==> src/cspd_pkg.sv <==
`default_nettype none
package cspd_pkg;
	localparam logic [7:0] CTRL_OFS = 8'h00;
	localparam logic [7:0] STAT_OFS = 8'h04;
	localparam logic [7:0] IRQ_STAT_OFS = 8'h08;
	localparam logic [7:0] IRQ_MASK_OFS = 8'h0C;
	localparam logic [7:0] RX_FG_OFS = 8'h10;
	localparam logic [7:0] RX_BG_OFS = 8'h14;
	localparam int CTRL_SLEEP_REQUEST = 0;
	localparam int CTRL_WAKE_UP_ENABLE = 1;
	localparam int CTRL_HALT_IN_WAIT = 2;
	localparam int CTRL_ABORT = 3;
	localparam int CTRL_TX_QUEUE = 4;
	localparam int CTRL_RX_RELEASE = 5;
	localparam int STAT_SLEEP_ACKNOWLEDGE = 0;
	localparam int STAT_SYNCED = 1;
	localparam int STAT_POWER_DOWN = 2;
	localparam int STAT_RECOVERING = 3;
	localparam int STAT_FG_VALID = 4;
	localparam int STAT_BG_VALID = 5;
	localparam int STAT_TX_PEND = 6;
	localparam int STAT_ABORT_PEND = 7;
	localparam int STAT_BOFF_LSB = 8;
	localparam int IRQ_WAKE = 0;
	localparam int IRQ_SLEEP = 1;
	localparam int IRQ_RX = 2;
	localparam int IRQ_RECOVERED = 3;
	localparam int CLK_PERIOD_NS = 10;
	localparam int BIT_TIME_NS = 1000;
	localparam int BIT_CYC = (BIT_TIME_NS + CLK_PERIOD_NS - 1) / CLK_PERIOD_NS;
	localparam int RECOV_TIME_NS = 2000;
	localparam int RECOV_CYC = (RECOV_TIME_NS + CLK_PERIOD_NS - 1) / CLK_PERIOD_NS;
	localparam logic [3:0] SYNC_BITS = 4'hB;
	localparam logic [7:0] BOFF_OCCURRENCES = 8'h80;
	localparam logic [3:0] IRQ_MASK_RST = 4'h0;
	typedef enum logic [2:0] {
		ST_NORMAL,
		ST_SLEEP,
		ST_SYNC,
		ST_PDOWN,
		ST_RECOVER
	} cspd_mode_t;
endpackage : cspd_pkg
`default_nettype wire

==> src/cspd_top.sv <==
// Summary of operation
// - Without wake-up enable, bus activity is masked, receive held recessive, sleep locked.
// - Sleep is left only on enabled bus activity or software clearing sleep request.
// - Clearing sleep request is ignored until sleep request and acknowledge both read one.
// - After any wake-up, eleven consecutive recessive bits are needed before joining traffic.
// - The frame that caused the wake-up is neither received nor stored.
// - Foreground and background receive buffers keep their messages through sleep.
// - Pending buffer move, aborts and queued transmissions run on wake-up.
// - Bus-off count toward 128 recessive sequences continues after sleep, not restarted.
// - Power-down when CPU stops, or waits with halt-in-wait set.
// - Entering power-down stops every transmission and reception at once.
// - Entering power-down forces the transmit output recessive immediately.
// - In power-down clocks are stopped and no register is read or written.
// - Power-down entered while awake runs a fixed recovery delay before normal mode.
//
// The register offsets and the APB interface to the registers were left to the implementer.
`default_nettype none
module cspd_top (
	input wire logic CLK,
	input wire logic RST_N,
	input wire logic PSEL,
	input wire logic PENABLE,
	input wire logic PWRITE,
	input wire logic [7:0] PADDR,
	input wire logic [31:0] PWDATA,
	output logic [31:0] PRDATA,
	output logic PREADY,
	output logic PSLVERR,
	input wire logic RECEIVE_LINE_IN,
	output logic TRANSMIT_LINE_OUT,
	output logic RX_INTERNAL,
	input wire logic CORE_TX_BIT,
	input wire logic CORE_BUS_IDLE,
	input wire logic CORE_BUS_OFF,
	input wire logic CORE_RX_VALID,
	input wire logic [31:0] CORE_RX_DATA,
	output logic CORE_ENABLE,
	output logic TX_START,
	output logic ABORT_START,
	output logic BOFF_DONE,
	input wire logic CPU_STOP,
	input wire logic CPU_WAIT,
	output logic CLK_GATE_EN,
	output logic IRQ
);
	typedef struct packed {
		cspd_pkg::cspd_mode_t mode;
		logic sleep_request;
		logic wake_up_enable;
		logic halt_in_wait;
		logic wup_armed;
		logic pd_from_awake;
		logic [15:0] bit_cnt;
		logic [3:0] rec_cnt;
		logic [7:0] boff_cnt;
		logic [15:0] recov_cnt;
		logic [31:0] fg;
		logic [31:0] bg;
		logic fg_v;
		logic bg_v;
		logic abort_pend;
		logic tx_pend;
		logic tx_start;
		logic abort_start;
		logic [3:0] irq_st;
		logic [3:0] irq_mask;
		logic [31:0] prdata;
	} cspd_state_t;

	cspd_state_t s_q;
	cspd_state_t s_d;
	logic pd;
	logic asleep;
	logic wr;
	logic rd_setup;
	logic bit_tick;
	logic rx_seen;
	logic [31:0] ctrl_rd;
	logic [31:0] stat_rd;

	function automatic logic [31:0] cspd_word(input logic [7:0] v);
		cspd_word = {24'h000000, v};
	endfunction : cspd_word

	////////////////////////////////////////////////////////////////////////////////
	// Power-down decision and bus facing outputs.

	assign pd = CPU_STOP | (CPU_WAIT & s_q.halt_in_wait);
	assign asleep = (s_q.mode == cspd_pkg::ST_SLEEP);
	// Without an armed wake-up the sleeping controller sees an idle bus.
	assign rx_seen = (asleep && !s_q.wup_armed) ? 1'b1 : RECEIVE_LINE_IN;
	assign RX_INTERNAL = rx_seen;
	// The transmit line is recessive unless the controller is fully up; power-down
	// acts combinationally so no dominant bit survives the entry cycle.
	assign TRANSMIT_LINE_OUT = (!pd && s_q.mode == cspd_pkg::ST_NORMAL) ? CORE_TX_BIT : 1'b1;
	assign CORE_ENABLE = !pd && s_q.mode == cspd_pkg::ST_NORMAL;
	assign CLK_GATE_EN = !(pd || s_q.mode == cspd_pkg::ST_PDOWN);
	assign TX_START = s_q.tx_start;
	assign ABORT_START = s_q.abort_start;
	assign BOFF_DONE = (s_q.boff_cnt == cspd_pkg::BOFF_OCCURRENCES);
	assign IRQ = |(s_q.irq_st & s_q.irq_mask);
	assign bit_tick = (s_q.bit_cnt == 16'(cspd_pkg::BIT_CYC - 1));

	////////////////////////////////////////////////////////////////////////////////
	// APB slave: read data is captured in the setup cycle, answer on the first access cycle.

	assign PREADY = 1'b1;
	assign PSLVERR = PSEL && PENABLE && (pd || s_q.mode == cspd_pkg::ST_PDOWN);
	assign PRDATA = s_q.prdata;
	assign wr = PSEL && PENABLE && PWRITE && !PSLVERR;
	assign rd_setup = PSEL && !PENABLE && !PWRITE;

	assign ctrl_rd = cspd_word({5'h00, s_q.halt_in_wait, s_q.wake_up_enable, s_q.sleep_request});
	assign stat_rd = {16'h0000, s_q.boff_cnt, s_q.abort_pend, s_q.tx_pend, s_q.bg_v, s_q.fg_v,
		s_q.mode == cspd_pkg::ST_RECOVER, s_q.mode == cspd_pkg::ST_PDOWN,
		s_q.mode == cspd_pkg::ST_NORMAL, asleep};

	////////////////////////////////////////////////////////////////////////////////
	// Next state.

	always_comb begin
		logic [3:0] ev;
		logic [3:0] w1c;
		logic woke;
		ev = 4'h0;
		w1c = 4'h0;
		woke = 1'b0;
		s_d = s_q;
		s_d.tx_start = 1'b0;
		s_d.abort_start = 1'b0;

		// Bit timer and consecutive recessive bit counter.
		// A completed run of eleven recessive bits starts the count over, so that
		// bus-off recovery sees one occurrence per eleven bits and runs never overlap.
		s_d.bit_cnt = bit_tick ? 16'h0000 : s_q.bit_cnt + 16'h0001;
		if (bit_tick) begin
			if (!rx_seen) begin
				s_d.rec_cnt = 4'h0;
			end else if (s_q.rec_cnt == cspd_cmd_max()) begin
				s_d.rec_cnt = 4'h0;
			end else begin
				s_d.rec_cnt = s_q.rec_cnt + 4'h1;
			end
		end

		// Bus-off recovery count survives sleep and is cleared only when bus-off ends.
		if (!CORE_BUS_OFF) begin
			s_d.boff_cnt = 8'h00;
		end else if (bit_tick && rx_seen && s_q.rec_cnt == cspd_pkg::SYNC_BITS - 4'h1
			&& s_q.boff_cnt != cspd_pkg::BOFF_OCCURRENCES
			&& (s_q.mode == cspd_pkg::ST_NORMAL || s_q.mode == cspd_pkg::ST_SYNC)) begin
			s_d.boff_cnt = s_q.boff_cnt + 8'h01;
		end

		// Register writes.
		if (wr) begin
			unique case (PADDR)
				cspd_pkg::CTRL_OFS: begin
					if (PWDATA[cspd_pkg::CTRL_SLEEP_REQUEST]) begin
						s_d.sleep_request = 1'b1;
					end else if (!s_q.sleep_request || asleep) begin
						s_d.sleep_request = 1'b0;
					end
					s_d.wake_up_enable = PWDATA[cspd_pkg::CTRL_WAKE_UP_ENABLE];
					s_d.halt_in_wait = PWDATA[cspd_pkg::CTRL_HALT_IN_WAIT];
					if (PWDATA[cspd_pkg::CTRL_ABORT]) begin
						s_d.abort_pend = 1'b1;
					end
					if (PWDATA[cspd_pkg::CTRL_TX_QUEUE]) begin
						s_d.tx_pend = 1'b1;
					end
					if (PWDATA[cspd_pkg::CTRL_RX_RELEASE]) begin
						s_d.fg_v = 1'b0;
					end
				end
				cspd_pkg::IRQ_STAT_OFS: w1c = PWDATA[3:0];
				cspd_pkg::IRQ_MASK_OFS: s_d.irq_mask = PWDATA[3:0];
				default: ;
			endcase
		end

		// Mode sequencing.
		unique case (s_q.mode)
			cspd_pkg::ST_NORMAL: begin
				if (pd) begin
					s_d.mode = cspd_pkg::ST_PDOWN;
					s_d.pd_from_awake = 1'b1;
				end else if (s_q.sleep_request && CORE_BUS_IDLE) begin
					s_d.mode = cspd_pkg::ST_SLEEP;
					s_d.wup_armed = s_q.wake_up_enable;
					ev[cspd_pkg::IRQ_SLEEP] = 1'b1;
				end
			end
			cspd_pkg::ST_SLEEP: begin
				if (pd) begin
					s_d.mode = cspd_pkg::ST_PDOWN;
					s_d.pd_from_awake = 1'b0;
				end else if (!s_d.sleep_request) begin
					woke = 1'b1;
				end else if (s_q.wup_armed && !rx_seen) begin
					woke = 1'b1;
					s_d.sleep_request = 1'b0;
				end
				if (woke) begin
					s_d.mode = cspd_pkg::ST_SYNC;
					s_d.rec_cnt = 4'h0;
					s_d.bit_cnt = 16'h0000;
					ev[cspd_pkg::IRQ_WAKE] = 1'b1;
				end
			end
			cspd_pkg::ST_SYNC: begin
				if (pd) begin
					s_d.mode = cspd_pkg::ST_PDOWN;
					s_d.pd_from_awake = 1'b1;
				end else if (bit_tick && rx_seen && s_q.rec_cnt == cspd_pkg::SYNC_BITS - 4'h1) begin
					s_d.mode = cspd_pkg::ST_NORMAL;
				end
			end
			cspd_pkg::ST_PDOWN: begin
				if (!pd) begin
					if (s_q.pd_from_awake) begin
						s_d.mode = cspd_pkg::ST_RECOVER;
						s_d.recov_cnt = 16'h0000;
					end else begin
						s_d.mode = cspd_pkg::ST_SLEEP;
					end
				end
			end
			cspd_pkg::ST_RECOVER: begin
				if (pd) begin
					s_d.mode = cspd_pkg::ST_PDOWN;
				end else if (s_q.recov_cnt == 16'(cspd_pkg::RECOV_CYC - 1)) begin
					s_d.mode = cspd_pkg::ST_SYNC;
					s_d.rec_cnt = 4'h0;
					ev[cspd_pkg::IRQ_RECOVERED] = 1'b1;
				end else begin
					s_d.recov_cnt = s_q.recov_cnt + 16'h0001;
				end
			end
		endcase

		// Message handling runs only while fully up; buffers hold through sleep.
		if (s_q.mode == cspd_pkg::ST_NORMAL && !pd) begin
			if (s_q.bg_v && !s_d.fg_v) begin
				s_d.fg = s_q.bg;
				s_d.fg_v = 1'b1;
				s_d.bg_v = 1'b0;
			end
			if (CORE_RX_VALID && (!s_q.bg_v || !s_d.bg_v)) begin
				s_d.bg = CORE_RX_DATA;
				s_d.bg_v = 1'b1;
				ev[cspd_pkg::IRQ_RX] = 1'b1;
			end
			if (s_d.abort_pend) begin
				s_d.abort_start = 1'b1;
				s_d.abort_pend = 1'b0;
			end
			if (s_d.tx_pend) begin
				s_d.tx_start = 1'b1;
				s_d.tx_pend = 1'b0;
			end
		end

		// Sticky events: a new event wins over a simultaneous clear.
		s_d.irq_st = (s_q.irq_st & ~w1c) | ev;

		// Read data, captured in the setup cycle.
		// The last power-down cycle still counts as power-down, so nothing leaks out.
		if (rd_setup && CLK_GATE_EN) begin
			unique case (PADDR)
				cspd_pkg::CTRL_OFS: s_d.prdata = ctrl_rd;
				cspd_pkg::STAT_OFS: s_d.prdata = stat_rd;
				cspd_pkg::IRQ_STAT_OFS: s_d.prdata = cspd_word({4'h0, s_q.irq_st});
				cspd_pkg::IRQ_MASK_OFS: s_d.prdata = cspd_word({4'h0, s_q.irq_mask});
				cspd_pkg::RX_FG_OFS: s_d.prdata = s_q.fg;
				cspd_pkg::RX_BG_OFS: s_d.prdata = s_q.bg;
				default: s_d.prdata = 32'h00000000;
			endcase
		end else if (rd_setup) begin
			s_d.prdata = 32'h00000000;
		end
	end

	// Last count of a run of recessive bits before the run is complete.
	function automatic logic [3:0] cspd_cmd_max();
		cspd_cmd_max = cspd_pkg::SYNC_BITS - 4'h1;
	endfunction : cspd_cmd_max

	////////////////////////////////////////////////////////////////////////////////
	// State register.

	always_ff @(posedge CLK) begin
		if (!RST_N) begin
			s_q <= '0;
			s_q.mode <= cspd_pkg::ST_NORMAL;
			s_q.irq_mask <= cspd_pkg::IRQ_MASK_RST;
		end else begin
			s_q <= s_d;
		end
	end
endmodule : cspd_top
`default_nettype wire

==> config.mk <==
export PLATFORM = sky130hd
export DESIGN_NAME = cspd_top
export DESIGN_NICKNAME = d
export VERILOG_FILES = /design/src/cspd_pkg.sv /design/src/cspd_top.sv
export SDC_FILE = /design/constraint.sdc
export NUM_CORES = 1
export LEC_CHECK = 0
export BUFFER_PORTS_ARGS = -buffer_cell sky130_fd_sc_hd__buf_4
export CORE_ASPECT_RATIO = 1.1
export CORE_UTILIZATION = 63
export CTS_BUF_LIST = sky130_fd_sc_hd__clkbuf_4 sky130_fd_sc_hd__clkbuf_8
export DETAILED_ROUTE_END_ITERATION = 7
export GPL_ROUTABILITY_DRIVEN = 0
export HOLD_SLACK_MARGIN = 0.12
export PLACE_DENSITY = 0.88
export SETUP_SLACK_MARGIN = 0.02
export SLEW_MARGIN = 20
export SYNTH_ARGS = -nofsm -noshare
export SYNTH_HDL_FRONTEND = slang
export SYNTH_SLANG_ARGS = --single-unit
==> constraint.sdc <==
create_clock -name CLK -period 3.7 [get_ports CLK]
set_clock_uncertainty 0.1 [all_clocks]
set_input_delay 0.185 -clock CLK [delete_from_list [all_inputs] [get_ports CLK]]
set_output_delay 0.185 -clock CLK [all_outputs]
set_load 0.03 [all_outputs]
* Yosys cells after proc, flatten, opt, wreduce, memory -nomap -nowiden *
Index checks and enable logic that the tools add are counted.

operators by class
  add/subtract/negate cells = 4
  equality and inequality tests = 24
  muxes and demuxes = 70
  bitwise gates (word level) = 8
  reduce and logical (&&, ||, !) cells = 50

operator list
  kind                                                              count
  32-bit one-hot mux with 6 select lines                            1
  16-bit 2-to-1 mux                                                 6
  32-bit 2-to-1 mux                                                 2
  3-bit 2-to-1 mux                                                  12
  16-bit by 1-bit adder with 16-bit output, second input constant   2
  1-bit 2-to-1 mux                                                  32
  16-bit one-hot mux with 2 select lines                            1
  4-bit 2-to-1 mux                                                  7
  20-bit 2-to-1 mux                                                 1
  1-bit logical AND                                                 17
  16-bit by 7-bit == test with 1-bit output, second input constant  1
  16-bit by 8-bit == test with 1-bit output, second input constant  1
  8-bit by 4-bit == test with 1-bit output, second input constant   2
  8-bit by 5-bit == test with 1-bit output, second input constant   2
  3-bit one-hot mux with 5 select lines                             1
  2-bit AND reduction                                               6
  1-bit logical NOT                                                 11
  2-bit != test, second input constant                              5
  5-bit AND reduction                                               2
  3-bit by 2-bit != test with 1-bit output, second input constant   3
  8-bit by 1-bit adder with 8-bit output, second input constant     1
  4-bit bitwise AND                                                 2
  8-bit by 3-bit == test with 1-bit output, second input constant   1
  8-bit == test, second input constant                              1
  24 further kinds                                                  36

storage, ports and cells
  flip-flop bits (word level) = 162
  input bits = 84
  output and inout port bits = 42
  word-level logic and storage cells = 177

* Depth between registers and ports, before layout *
Gate-level depths: netlist (run 1).

  depth after elaboration = 17
  depth in mapped cells = 8
  gate-level depth less buffers = 7

* Least setup slack after synthesis (run 1) *
No wires, ideal clock.

  kind = reg2reg
  start point = register s_q[159] (netlist bit)
  end point = register s_q[160] (netlist bit)
  setup time = 0.117 ns
  arrival = 2.072 ns
  data required time = 3.483 ns
  slack = 1.411 ns
  cell stages (with the launch flop) = 7
  buffers on the path = 1
  period minus slack after synthesis = 2.289 ns
  cells stage by stage = dfxtp_1 clkbuf_1 and3b_1 or4b_4 nor3b_2 mux2_2 a32o_1

between the ends
  cells in the longest elaborated chain, start to end = 11
  elaborated cells between the ends (all ways) = 32
  those cells by class = eq/ne (9); mux (11); reduce/logical (12)

ends and longest elaborated chain
  what                                                                                                  line                                              text
  start: declaration                                                                                    cspd_top.sv:70                                    cspd_state_t s_q;
  3-bit by 1-bit == test with 1-bit output or 3-bit by 2-bit == test with 1-bit output (tied branches)  cspd_top.sv:89, cspd_top.sv:183, cspd_top.sv:108
  1-bit logical OR, or another cell as far along                                                        cspd_top.sv:161                                   end else if (!s_q.sleep_request || asleep) begin
  1-bit 2-to-1 mux, or another cell as far along                                                        cspd_top.sv:161
  1-bit 2-to-1 mux, or another cell as far along                                                        cspd_top.sv:159                                   if (PWDATA[cspd_pkg::CTRL_SLEEP_REQUEST]) begin
  3-bit 2-to-1 mux, or another cell as far along                                                        cspd_top.sv:157                                   unique case (PADDR)
  3-bit 2-to-1 mux or 1-bit 2-to-1 mux (tied branches)                                                  cspd_top.sv:156, cspd_top.sv:200
  1-bit 2-to-1 mux                                                                                      cspd_top.sv:198                                   end else if (!s_d.sleep_request) begin
  1-bit 2-to-1 mux                                                                                      cspd_top.sv:195                                   if (pd) begin
  1-bit 2-to-1 mux                                                                                      cspd_top.sv:183                                   unique case (s_q.mode)
  3-bit by 2-bit != test with 1-bit output (no line) or 3-bit 2-to-1 mux (tied branches)                n/a
  5-bit AND reduction (no line) or 3-bit one-hot mux with 5 select lines (tied branches)                n/a

Several ways; a longest one is shown, not always the timed one. The select of a mux whose other input is x is not followed.
A chain may end at the register's enable or synchronous reset.

* Worst setup path in the final report (run 1) *
  start point = register s_q[161] (netlist bit)
  end point = register s_q[95] (netlist bit)

between the ends
  cells in the longest elaborated chain, start to end = 9
  elaborated cells between the ends (all ways) = 11
  those cells by class = eq/ne (1); mux (1); reduce/logical (9)

ends and longest elaborated chain
  what                                      line             text
  3-bit by 2-bit == test with 1-bit output  cspd_top.sv:108  assign PSLVERR = PSEL && PENABLE && (pd || s_q.mode == cspd_pkg::ST_PDOWN);
  1-bit logical OR                          cspd_top.sv:108
  1-bit logical AND                         cspd_top.sv:108
  1-bit logical NOT                         cspd_top.sv:110  assign wr = PSEL && PENABLE && PWRITE && !PSLVERR;
  1-bit logical AND                         cspd_top.sv:110
  1-bit 2-to-1 mux                          cspd_top.sv:156  if (wr) begin
  1-bit logical NOT                         cspd_top.sv:244  if (s_q.bg_v && !s_d.fg_v) begin
  1-bit logical AND                         cspd_top.sv:244
  2-bit AND reduction (no line) (*)         n/a

Mark *: on every way between the ends. The rest lies on a longest branch, timed or not.

==> results of run 1 <==
==> worst reg2reg max path, delay by kind of cell, from the launching register on <==
family | cells | cell delay [ns]
flops | 1 | 0.55
mux | 1 | 0.39
compound gates | 1 | 0.28
simple gates | 3 | 1.38
==> cell usage in the layout, fill, tap and decap left out, types with 3 or more instances in the layout <==
master	Yosys	final
clkinv_4	0	4
and2_1	3	3
a21oi_1	22	22
inv_6	0	3
xor2_1	4	4
nor2b_1	26	26
buf_4	35	108
nor3_1	27	27
a222oi_1	6	6
nand4_1	12	12
nand2_1	160	160
nor2_1	33	33
a211oi_1	4	4
a21o_1	3	3
and3_1	12	12
nor4_1	8	8
mux2i_1	78	78
o211ai_1	6	6
o22ai_1	4	4
inv_1	14	14
o21ai_0	29	29
or3_1	7	7
a221oi_1	3	3
or4_1	8	8
nand2b_1	3	3
dfxtp_1	162	162
xnor2_1	18	18
clkbuf_8	0	18
a21boi_0	10	10
o21a_1	4	4
and4_1	4	4
nand3_1	26	26
ha_1	6	6
or3b_2	3	3
a22o_1	22	22
a22oi_1	18	18
dlygate4sd3_1	0	43
inv_8	0	3
or2_2	3	3
==> power groups by stage <==
stage | Clock [mW] | Sequential [mW] | Combinational, mW
after floorplan | 0 | 1.82 | 0.156
after global placement | 0 | 1.83 | 0.233
after detailed placement | 0 | 1.83 | 0.237
after CTS | 1.36 | 1.79 | 0.275
after global routing | 1.45 | 1.79 | 0.302
final | 1.35 | 1.79 | 0.280
==> Yosys cell counts (4+ instances only) <==
cell type  count
o21a_1         4
mux2i_1       78
a21oi_1       22
clkbuf_1      34
a22o_1        22
a211oi_1       4
ha_1           6
dfxtp_1      162
xnor2_1       18
or3_1          7
nor2b_1       26
o211ai_1       6
and3_1        12
nand4_1       12
a21boi_0      10
a222oi_1       6
nor4_1         8
or4_1          8
inv_1         14
xor2_1         4
buf_4         35
nand3_1       26
buf_6          7
o22ai_1        4
and4_1         4
a22oi_1       18
nor3_1        27
nor2_1        33
nand2_1      160
o21ai_0       29
==> kinds of logic after synthesis <==
kind of cell / share of synthesized area
simple gates: 0.230
buf+inv: 0.0706
other cells: 0.000492
compound gates: 0.134
xor+xnor: 0.0253
fa+ha+maj: 0.00986
mux: 0.104
flops: 0.426
==> metal layers <==
layer  up-vias  wire [um]  GRT usage
met1      3163       7400      0.369
met5         -          0          0
met2       242       8880      0.497
li1       3182          -          -
met4         0        576      0.151
met3        42       1030     0.0500
==> final timing paths <==
path	to	slack (ns)	startpoint	depth (start not counted)
hold / removal	s_q[45]$_SDFF_PN0_	0.16	PWDATA[5]	5
setup reg to reg	s_q[95]$_SDFFE_PN0P_	0.93	s_q[161]$_SDFFE_PN0P_	5
hold reg to reg	s_q[81]$_SDFFE_PN0P_	0.36	s_q[81]$_SDFFE_PN0P_	2
setup / recovery	s_q[95]$_SDFFE_PN0P_	0.93	s_q[161]$_SDFFE_PN0P_	5
==> cell type report <==
cell class	count	area share
Clock buffer	18	0.0276
Sequential cell	162	0.361
Clock inverter	14	0.0190
Multi-Input combinational cell	601	0.427
Tap cell	150	0.0209
Timing Repair Buffer	151	0.138
Inverter	14	0.00585
==> stage by stage <==
step / power, mW / area (sq um) / hold WS (ns)
4_1_cts: 3.42 / 8980 / 0.128
3_5_place_dp: 2.07 / 8130 / 0.344
3_3_place_gp: 2.06 / 8130 / 0.337
2_1_floorplan: 1.98 / 7620 / 0.219
5_1_grt: 3.55 / 8980 / 0.164
6_report: 3.41 / 8980 / 0.158
==> sequential cells by signal, indices dropped and copies added (netlist names) <==
name,count
ABORT_START,1
PRDATA,32
TX_START,1
ctrl_rd,3
s_q,125
==> metrics.yaml, run 1 <==
status: "completed"
syn2layout_area_growth_pct: 17.9
ys_top_cells_by_area: "dfxtp_1 43%, mux2i_1 10%, nand2_1 7.9%"
die_area_sq_um: 12500
ir_drop_uv: 324
grt_pass1_vias: 6336
required_ns: 3.98
viasPerCell: 5.97
netlist_area_sq_um: 7620
switching_share: 0.257
grt.total_usage: 0.299
power_frac_seq: 0.524
drv_cap: 0
path_buf_inv: 0
synth_flop_cell: "dfxtp_1"
dr_total_vias: 6629
fin_tns_setup_ns: 0
combPwrFrac: 0.082
hpwl_um: 11300
cts_root_buf: "clkbuf_8"
cts_resized: 0
cp_slowest_cell: "nand3b_4"
end_kind: "flop"
clock_sinks: 162
cp-start-kind: "flop"
dpl.cell_count: 1035
clockPowerShare: 0.394
slew_violations: 0
row_count: 41
antenna_found_initial: 0
io_pins: 126
clk_latency_ns: 0.47
port_buffers: 98
cellPowerDensity_nw_per_um2: 380
drt_first_pass_iters: 7
cts_setup_buffers: 0
cpPeakStageDelay_ns: 0.59
seq_area_frac_synth: 0.426
wl_per_cell_um: 16.1
drtAntennaViolNets: 0
crit_fanout: 32
path_delay_family: "simple AND/OR/NAND/NOR gates"
drc: 0
yosys.area.top_type: "dfxtp_1"
critPathArrivalTime_ns: 3.06
ys_types: 62
worstSetupPathType: "flop to flop"
cts_max_path_buffers: 2
cts_tree: "built"
hold_buffers: 43
fin_cells: 1110
setup_viol: 0
final_hold_viol_count: 0
avgSynthCellArea_sq_um: 8.89
internal_power_mw: 2.54
synth-edff-count: 0
rsz0062_at_grt: "false"
max_freq_mhz: 361
worst_slew_pin_slew_ns: 0.766
place_ws_ns: 0.980
fillCellCount: 773
area.sequential_sq_um: 3240
slew_headroom: 0.490
core_sq_um: 11600
yosysWarnings: 0
drtIter0Drc: 477
leakagePower_nw: 3.56
switching_power_mw: 0.877
grt_pass1_wl_um: 29800
netlist.area_leader.share: 0.426
setup_ws_ns: 0.927
hold_path_class: "input pin to flop"
grt_max_degree: 86
fin_util: 0.771
path_cells: "and3b_1 -> or4b_4 -> o21a_2 -> nand3b_4 -> mux2i_1"
numCtsBuffers: 17
wl_um: 17900
syn_inst: 857
synthArstFlopShare: 0
overflow: 0
fp.dieW_um: 107
die_h_um: 117
multi_input_area_sq_um: 3840
start_util: 0.654
min_period_over_period: 0.750
synth_nets: 947
clk_pin_slew_ns: 0.09
htreeDepth: 4
finalNetCount: 1037
drive_above_1_share: 0.164
diodes: 0
period_needed_ns: 2.77
ys_ff_latch: 162
No activity file was read; power rests on OpenSTA's default activity.
==> run 2: changes to the inputs <==
Settings changed: CORE_UTILIZATION 63 to 59, PLACE_DENSITY 0.88 to 0.83.
Clock period 3.7 ns to 2.62 ns, I/O delays scaled along.
==> run 2 against run 1 <==
The run now ends with DRC left. Via count grew 0.17%. Clock power grew 59%. Combinational power grew 61%. First-iteration DRC count shrank 13%. Critical path type is now input pin to flop. Setup slack lost 0.87 ns. Sequential power grew 41%. Critical endpoint is now ctrl_rd[0]$_SDFF_PN0_. Routed wire length grew 5.5%. Critical path depth grew 4. Flip-flop and latch count is the same. Sequential share of layout area shrank 1.6 points.
==> metrics.yaml, run 2 (synthesized netlist as in run 1, its figures left out) <==
cts_setup_buffers: 0  # unchanged
grt.total_usage: 0.299  # about the same
worstSetupPathType: "input pin to flop"  # was flop to flop
drt_first_pass_iters: 8  # was 7
holdCritStartpoint: "CPU_WAIT"  # was PWDATA[5]
drv_cap: 0  # unchanged
cts_max_path_buffers: 2  # unchanged
status: "complete, but fails checks"  # was completed
hold_path_depth: 5  # unchanged
ir_drop_uv: 416  # was 324 uV
power_frac_seq: 0.492  # was 0.524
grt_pass1_vias: 6688  # was 6,336
io_pins: 126  # unchanged
max_freq_mhz: 389
hpwl_um: 12100  # was 11,300 um
required_ns: 2.92  # was 3.98 ns
start_util: 0.605  # was 0.654
regToRegStartpoint: "ctrl_rd[2]$_SDFFE_PN0P_"  # was s_q[161]$_SDFFE_PN0P_
internal_power_mw: 3.92  # was 2.54 mW
place_ws_ns: 0.210  # was 0.980 ns
combPwrFrac: 0.088  # was 0.082
slew_headroom: 0.573  # was 0.490
largest_reg_flops: 125  # unchanged
port_buffers: 98  # unchanged
final_common_cell: "dfxtp_1"  # unchanged
row_count: 43  # was 41
path_cells: "dlygate4sd3_1 -> buf_4 -> a21o_2 -> or4b_4 -> nor3b_2 -> buf_4 -> nand2_1 -> a21oi_1 -> dlygate4sd3_1"  # was and3b_1 -> or4b_4 -> o21a_2 -> nand3b_4 -> mux2i_1
diodes: 0  # unchanged
setup_ws_ns: 0.0522  # was 0.927 ns
worst_slew_pin_slew_ns: 0.639  # was 0.766 ns
mostFrequentLayoutCells: "162 x dfxtp_1, 160 x nand2_1, 123 x buf_4, 78 x mux2i_1, 58 x dlygate4sd3_1"  # was 162 x dfxtp_1, 160 x nand2_1, 108 x buf_4, 78 x mux2i_1, 43 x dlygate4sd3_1
cp-start-kind: "input pin"  # was flop
regMostFlops: "s_q"  # unchanged
antenna_found_initial: 0  # unchanged
path_delay_family: "buffers and inverters"  # was simple AND/OR/NAND/NOR gates
clk_pin_slew_ns: 0.08  # was 0.09 ns
syn2layout_area_growth_pct: 23.3  # was 17.9%
period_needed_ns: 2.57
fp.dieW_um: 110  # was 107 um
fillCellCount: 882  # was 773
clock_sinks: 162  # unchanged
holdPathEnd: "s_q[154]$_SDFFE_PN0P_"  # was s_q[45]$_SDFF_PN0_
numCtsBuffers: 17  # unchanged
clk_latency_ns: 0.46  # was 0.47 ns
slew_violations: 0  # unchanged
reg2reg_depth: 7  # was 5
drtAntennaViolNets: 0  # unchanged
wl_um: 18900  # was 17,900 um
drc: 1  # was 0
setup_viol: 0  # unchanged
wl_per_cell_um: 16.4  # was 16.1 um
dr_total_vias: 6640  # was 6,629
hold_path_class: "input pin to flop"  # unchanged
crit_fanout: 6  # was 32
die_h_um: 121  # was 117 um
finalNetCount: 1071  # was 1,037
violations: "DRC"
end_kind: "flop"  # unchanged
cts_tree: "built"  # unchanged
switching_share: 0.235  # was 0.257
drive_above_1_share: 0.179  # was 0.164
switching_power_mw: 1.20  # was 0.877 mW
cellPowerDensity_nw_per_um2: 545  # was 380 nW/um^2
clockPowerShare: 0.420  # was 0.394
core_sq_um: 12600  # was 11,600 sq um
fin_tns_setup_ns: 0  # unchanged
grt_pass1_wl_um: 31000  # was 29,800 um
r2r_end: "ctrl_rd[0]$_SDFF_PN0_"  # was s_q[95]$_SDFFE_PN0P_
overflow: 0  # unchanged
rsz0062_at_grt: "false"  # unchanged
cp_slowest_cell: "or4b_4"  # was nand3b_4
htreeDepth: 4  # unchanged
path_buf_inv: 4  # was 0
drtIter0Drc: 414  # was 477
die_area_sq_um: 13400  # was 12,500 sq um
critPathArrivalTime_ns: 2.87  # was 3.06 ns
cts_root_buf: "clkbuf_8"  # unchanged
grt_max_degree: 44  # was 86
cpPeakStageDelay_ns: 0.60  # was 0.59 ns
crit_cells: 9  # was 5
final_hold_viol_count: 0  # unchanged
leakagePower_nw: 3.76  # was 3.56 nW
r2r_slack_ns: 0.06  # was 0.93 ns
viasPerCell: 5.77  # was 5.97
min_period_over_period: 0.980
## run 2: cell count changes in the layout (fill, tap and decap cells not counted), sizes merged
cell         previous run  this run
clkinvlp                2         1
clkbuf                 18        20
buf                   108       127
dlygate4sd3            43        58
bufinv                  2         5
inv                    20        16
## run 2: final cells by class
class	instances	area [sq um]	area share
Tap cell	157	196	0.0209
Timing Repair Buffer	185	1580	0.169
Clock buffer	20	269	0.0286
Inverter	14	52.6	0.00560
Sequential cell	162	3240	0.345
Multi-Input combinational cell	601	3840	0.409
Clock inverter	12	203	0.0216
## run 2: through the flow
stage | power, mW | cells | instance area, sq um | hold WS, ns | utilization
floorplan | 2.79 | 857 | 7620 | 0.165 | -
global placement | 2.94 | 1061 | 8330 | 0.275 | 0.662
detailed placement | 2.95 | 1061 | 8330 | 0.295 | 0.662
CTS | 5.12 | 1151 | 9380 | 0.129 | 0.745
global route | 5.28 | 1151 | 9390 | 0.160 | 0.746
finish | 5.12 | 1151 | 9390 | 0.120 | 0.746
## run 2: layer usage
metal	global-route usage	part of all wire	wire length, um
met5	0	0	0
met2	0.507	0.49	9340
met3	0.0655	0.047	891
met1	0.350	0.42	8010
met4	0.149	0.034	640
## run 2: worst max-delay path by stage
stage / start / endpoint
after floorplan: s_q[159]$_SDFFE_PN0P_ / s_q[160]$_SDFFE_PN0P_
after global placement: ctrl_rd[2]$_SDFFE_PN0P_ / s_q[57]$_SDFFE_PN0P_
after detailed placement: ctrl_rd[2]$_SDFFE_PN0P_ / s_q[53]$_SDFFE_PN0P_
after CTS: ctrl_rd[2]$_SDFFE_PN0P_ / ctrl_rd[0]$_SDFF_PN0_
after global routing: ctrl_rd[2]$_SDFFE_PN0P_ / ctrl_rd[0]$_SDFF_PN0_
final: CPU_STOP / ctrl_rd[0]$_SDFF_PN0_
## run 2: repair_timing
action                                 4_1_cts  5_1_grt
setup endpoints to repair                    0        2
gates resized for setup                      0        2
endpoints found under the hold margin       73        0
hold buffers                                58        0
## run 2: tightest hold or removal path: stages
cell	delay, ns
buf_4	0.09
a21o_2	0.22
nand2_1	0.07
nand2_1	0.05
a21boi_0	0.06
## run 2: power groups by stage
stage	Clock (mW)	Sequential, mW	Combinational (mW)
3_5_place_dp	0	2.58	0.375
3_3_place_gp	0	2.57	0.370
5_1_grt	2.28	2.52	0.484
6_report	2.15	2.52	0.451
4_1_cts	2.16	2.52	0.444
2_1_floorplan	0	2.57	0.221
==> run 3: changes to the inputs <==
Settings changed: SETUP_SLACK_MARGIN 0.02 to 0.3.
==> run 3 against run 2 <==
The run now ends clean. Non-clock buffer count is 12 higher. Worst hold slack better by 0.025 ns. Combinational power rose by 4.9%. Flip-flop and latch count did not move. Total power rose by 0.48%. Critical path depth is 3 lower. Die area unchanged.
==> metrics.yaml, run 3 (synthesized netlist as in run 1, its figures left out) <==
port_buffers: 98  # unchanged
r2r_end: "s_q[160]$_SDFFE_PN0P_"  # was ctrl_rd[0]$_SDFF_PN0_
cts_max_path_buffers: 2  # unchanged
grt_pass1_vias: 6813  # was 6,688
die_area_sq_um: 13400  # unchanged
r2r_slack_ns: 0.31  # was 0.06 ns
slew_headroom: 0.570  # was 0.573
drtAntennaViolNets: 0  # unchanged
hpwl_um: 12100  # unchanged
largest_reg_flops: 125  # unchanged
end_kind: "flop"  # unchanged
syn2layout_area_growth_pct: 25.3  # was 23.3%
viasPerCell: 5.80  # was 5.77
fp.dieW_um: 110  # unchanged
io_pins: 126  # unchanged
fin_cells: 1163  # was 1,151
power_mw: 5.14  # was 5.12 mW
leakagePower_nw: 3.82  # was 3.76 nW
wl_um: 19500  # was 18,900 um
clock_sinks: 162  # unchanged
mostFrequentLayoutCells: "161 x dfxtp_1, 160 x nand2_1, 131 x buf_4, 78 x mux2i_1, 60 x dlygate4sd3_1"  # was 162 x dfxtp_1, 160 x nand2_1, 123 x buf_4, 78 x mux2i_1, 58 x dlygate4sd3_1
required_ns: 2.87  # was 2.92 ns
rsz0062_at_grt: "true"  # was false
hold_path_depth: 5  # unchanged
max_freq_mhz: 433  # was 389 MHz
overflow: 0  # unchanged
wl_per_cell_um: 16.8  # was 16.4 um
holdPathEnd: "PRDATA[3]$_SDFFE_PN0P_"  # was s_q[154]$_SDFFE_PN0P_
cts_root_buf: "clkbuf_8"  # unchanged
period_needed_ns: 2.31  # was 2.57 ns
regToRegStartpoint: "s_q[159]$_SDFFE_PN0P_"  # was ctrl_rd[2]$_SDFFE_PN0P_
htreeDepth: 4  # unchanged
clk_pin_slew_ns: 0.08  # about the same
setup_viol: 0  # unchanged
hold_path_class: "input pin to flop"  # unchanged
ir_drop_uv: 416  # about the same
drc: 0  # was 1
status: "completed"  # was complete, but fails checks
final_common_cell: "dfxtp_1"  # unchanged
grt_pass1_wl_um: 31900  # was 31,000 um
numCtsBuffers: 17  # unchanged
regMostFlops: "s_q"  # unchanged
drive_above_1_share: 0.192  # was 0.179
critPathArrivalTime_ns: 2.56  # was 2.87 ns
drtIter0Drc: 432  # was 414
dr_total_vias: 6741  # was 6,640
start_util: 0.605  # unchanged
grt_max_degree: 44  # unchanged
worstSetupPathType: "flop to flop"  # was input pin to flop
diodes: 0  # unchanged
slew_violations: 0  # unchanged
cellPowerDensity_nw_per_um2: 539  # was 545 nW/um^2
final_hold_viol_count: 0  # unchanged
drv_cap: 0  # unchanged
crit_fanout: 4  # was 6
die_h_um: 121  # unchanged
clk_latency_ns: 0.46  # about the same
cp-start-kind: "flop"  # was input pin
fillCellCount: 846  # was 882
drt_first_pass_iters: 6  # was 8
fin_tns_setup_ns: 0  # unchanged
dpl.cell_count: 1061  # unchanged
finalNetCount: 1083  # was 1,071
holdCritStartpoint: "PADDR[6]"  # was CPU_WAIT
worst_slew_pin_slew_ns: 0.638  # was 0.639 ns
reg2reg_depth: 6  # was 7
cts_tree: "built"  # unchanged
grt.total_usage: 0.307  # was 0.299
row_count: 43  # unchanged
min_period_over_period: 0.881  # was 0.980
holdWs_ns: 0.145  # was 0.120 ns
antenna_found_initial: 0  # unchanged
core_sq_um: 12600  # unchanged
==> run 3: final cells by class <==
cell class,count,area (sq um),share of cell area
multi-input cells,601,3880,0.406
flip-flops and latches,162,3240,0.340
repair buffers,197,1700,0.178
clock buffers,20,269,0.0282
clock inverters,12,203,0.0212
well taps,157,196,0.0206
inverters,14,52.6,0.00551
==> run 3: how the worst max path moves through the flow <==
| stage | startpoint | end | slack, ns | cells past startpoint |
|---|---|---|---|---|
| after global routing | s_q[159]$_SDFFE_PN0P_ | s_q[149]$_SDFF_PN0_ | 0.27 | 8 |
| after global placement | ctrl_rd[2]$_SDFFE_PN0P_ | s_q[57]$_SDFFE_PN0P_ | 0.25 | 6 |
| after CTS | s_q[159]$_SDFFE_PN0P_ | s_q[151]$_SDFF_PN0_ | 0.28 | 7 |
| after floorplan | s_q[159]$_SDFFE_PN0P_ | s_q[160]$_SDFFE_PN0P_ | 0.33 | 6 |
| final | s_q[159]$_SDFFE_PN0P_ | s_q[160]$_SDFFE_PN0P_ | 0.31 | 6 |
| after detailed placement | ctrl_rd[2]$_SDFFE_PN0P_ | s_q[53]$_SDFFE_PN0P_ | 0.21 | 6 |
==> run 3: power by group <==
| group | switching (mW) | total, mW | internal [mW] |
|---|---|---|---|
| logic | 0.238 | 0.473 | 0.235 |
| registers | 0.0249 | 2.52 | 2.50 |
| clock network | 0.946 | 2.15 | 1.20 |
| total | 1.21 | 5.14 | 3.93 |
==> run 3: critical path, stage by stage, from the launching register on <==
cell and delay [ns]:
dfxtp_1 0.33, and3b_1 0.22, or4b_4 0.58, buf_4 0.17
nor3b_2 0.23, mux2_2 0.36, a32o_1 0.21
==> run 3: through the flow <==
| step | area, sq um | util | setup WS [ns] |
|---|---|---|---|
| 3_3_place_gp | 8330 | 0.662 | 0.253 |
| 6_report | 9540 | 0.758 | 0.313 |
| 4_1_cts | 9490 | 0.754 | 0.281 |
| 3_5_place_dp | 8330 | 0.662 | 0.210 |
| 5_1_grt | 9540 | 0.758 | 0.272 |
| 2_1_floorplan | 7620 | - | 0.331 |
==> run 3: repair_timing <==
| action | in CTS | in global routing |
|---|---|---|
| endpoints found under the setup margin | 77 | 45 |
| gates cloned | 1 | 0 |
| hold buffers | 60 | 0 |
| gates resized for setup | 3 | 8 |
| pin swaps | 3 | 1 |
| endpoints found under the hold margin | 75 | 0 |
| setup buffers | 5 | 4 |
==> run 3: per-layer routing <==
metal	part of all wire	track usage
met1	0.42	0.358
met5	0	0
met2	0.50	0.525
met4	0.031	0.149
met3	0.055	0.0682
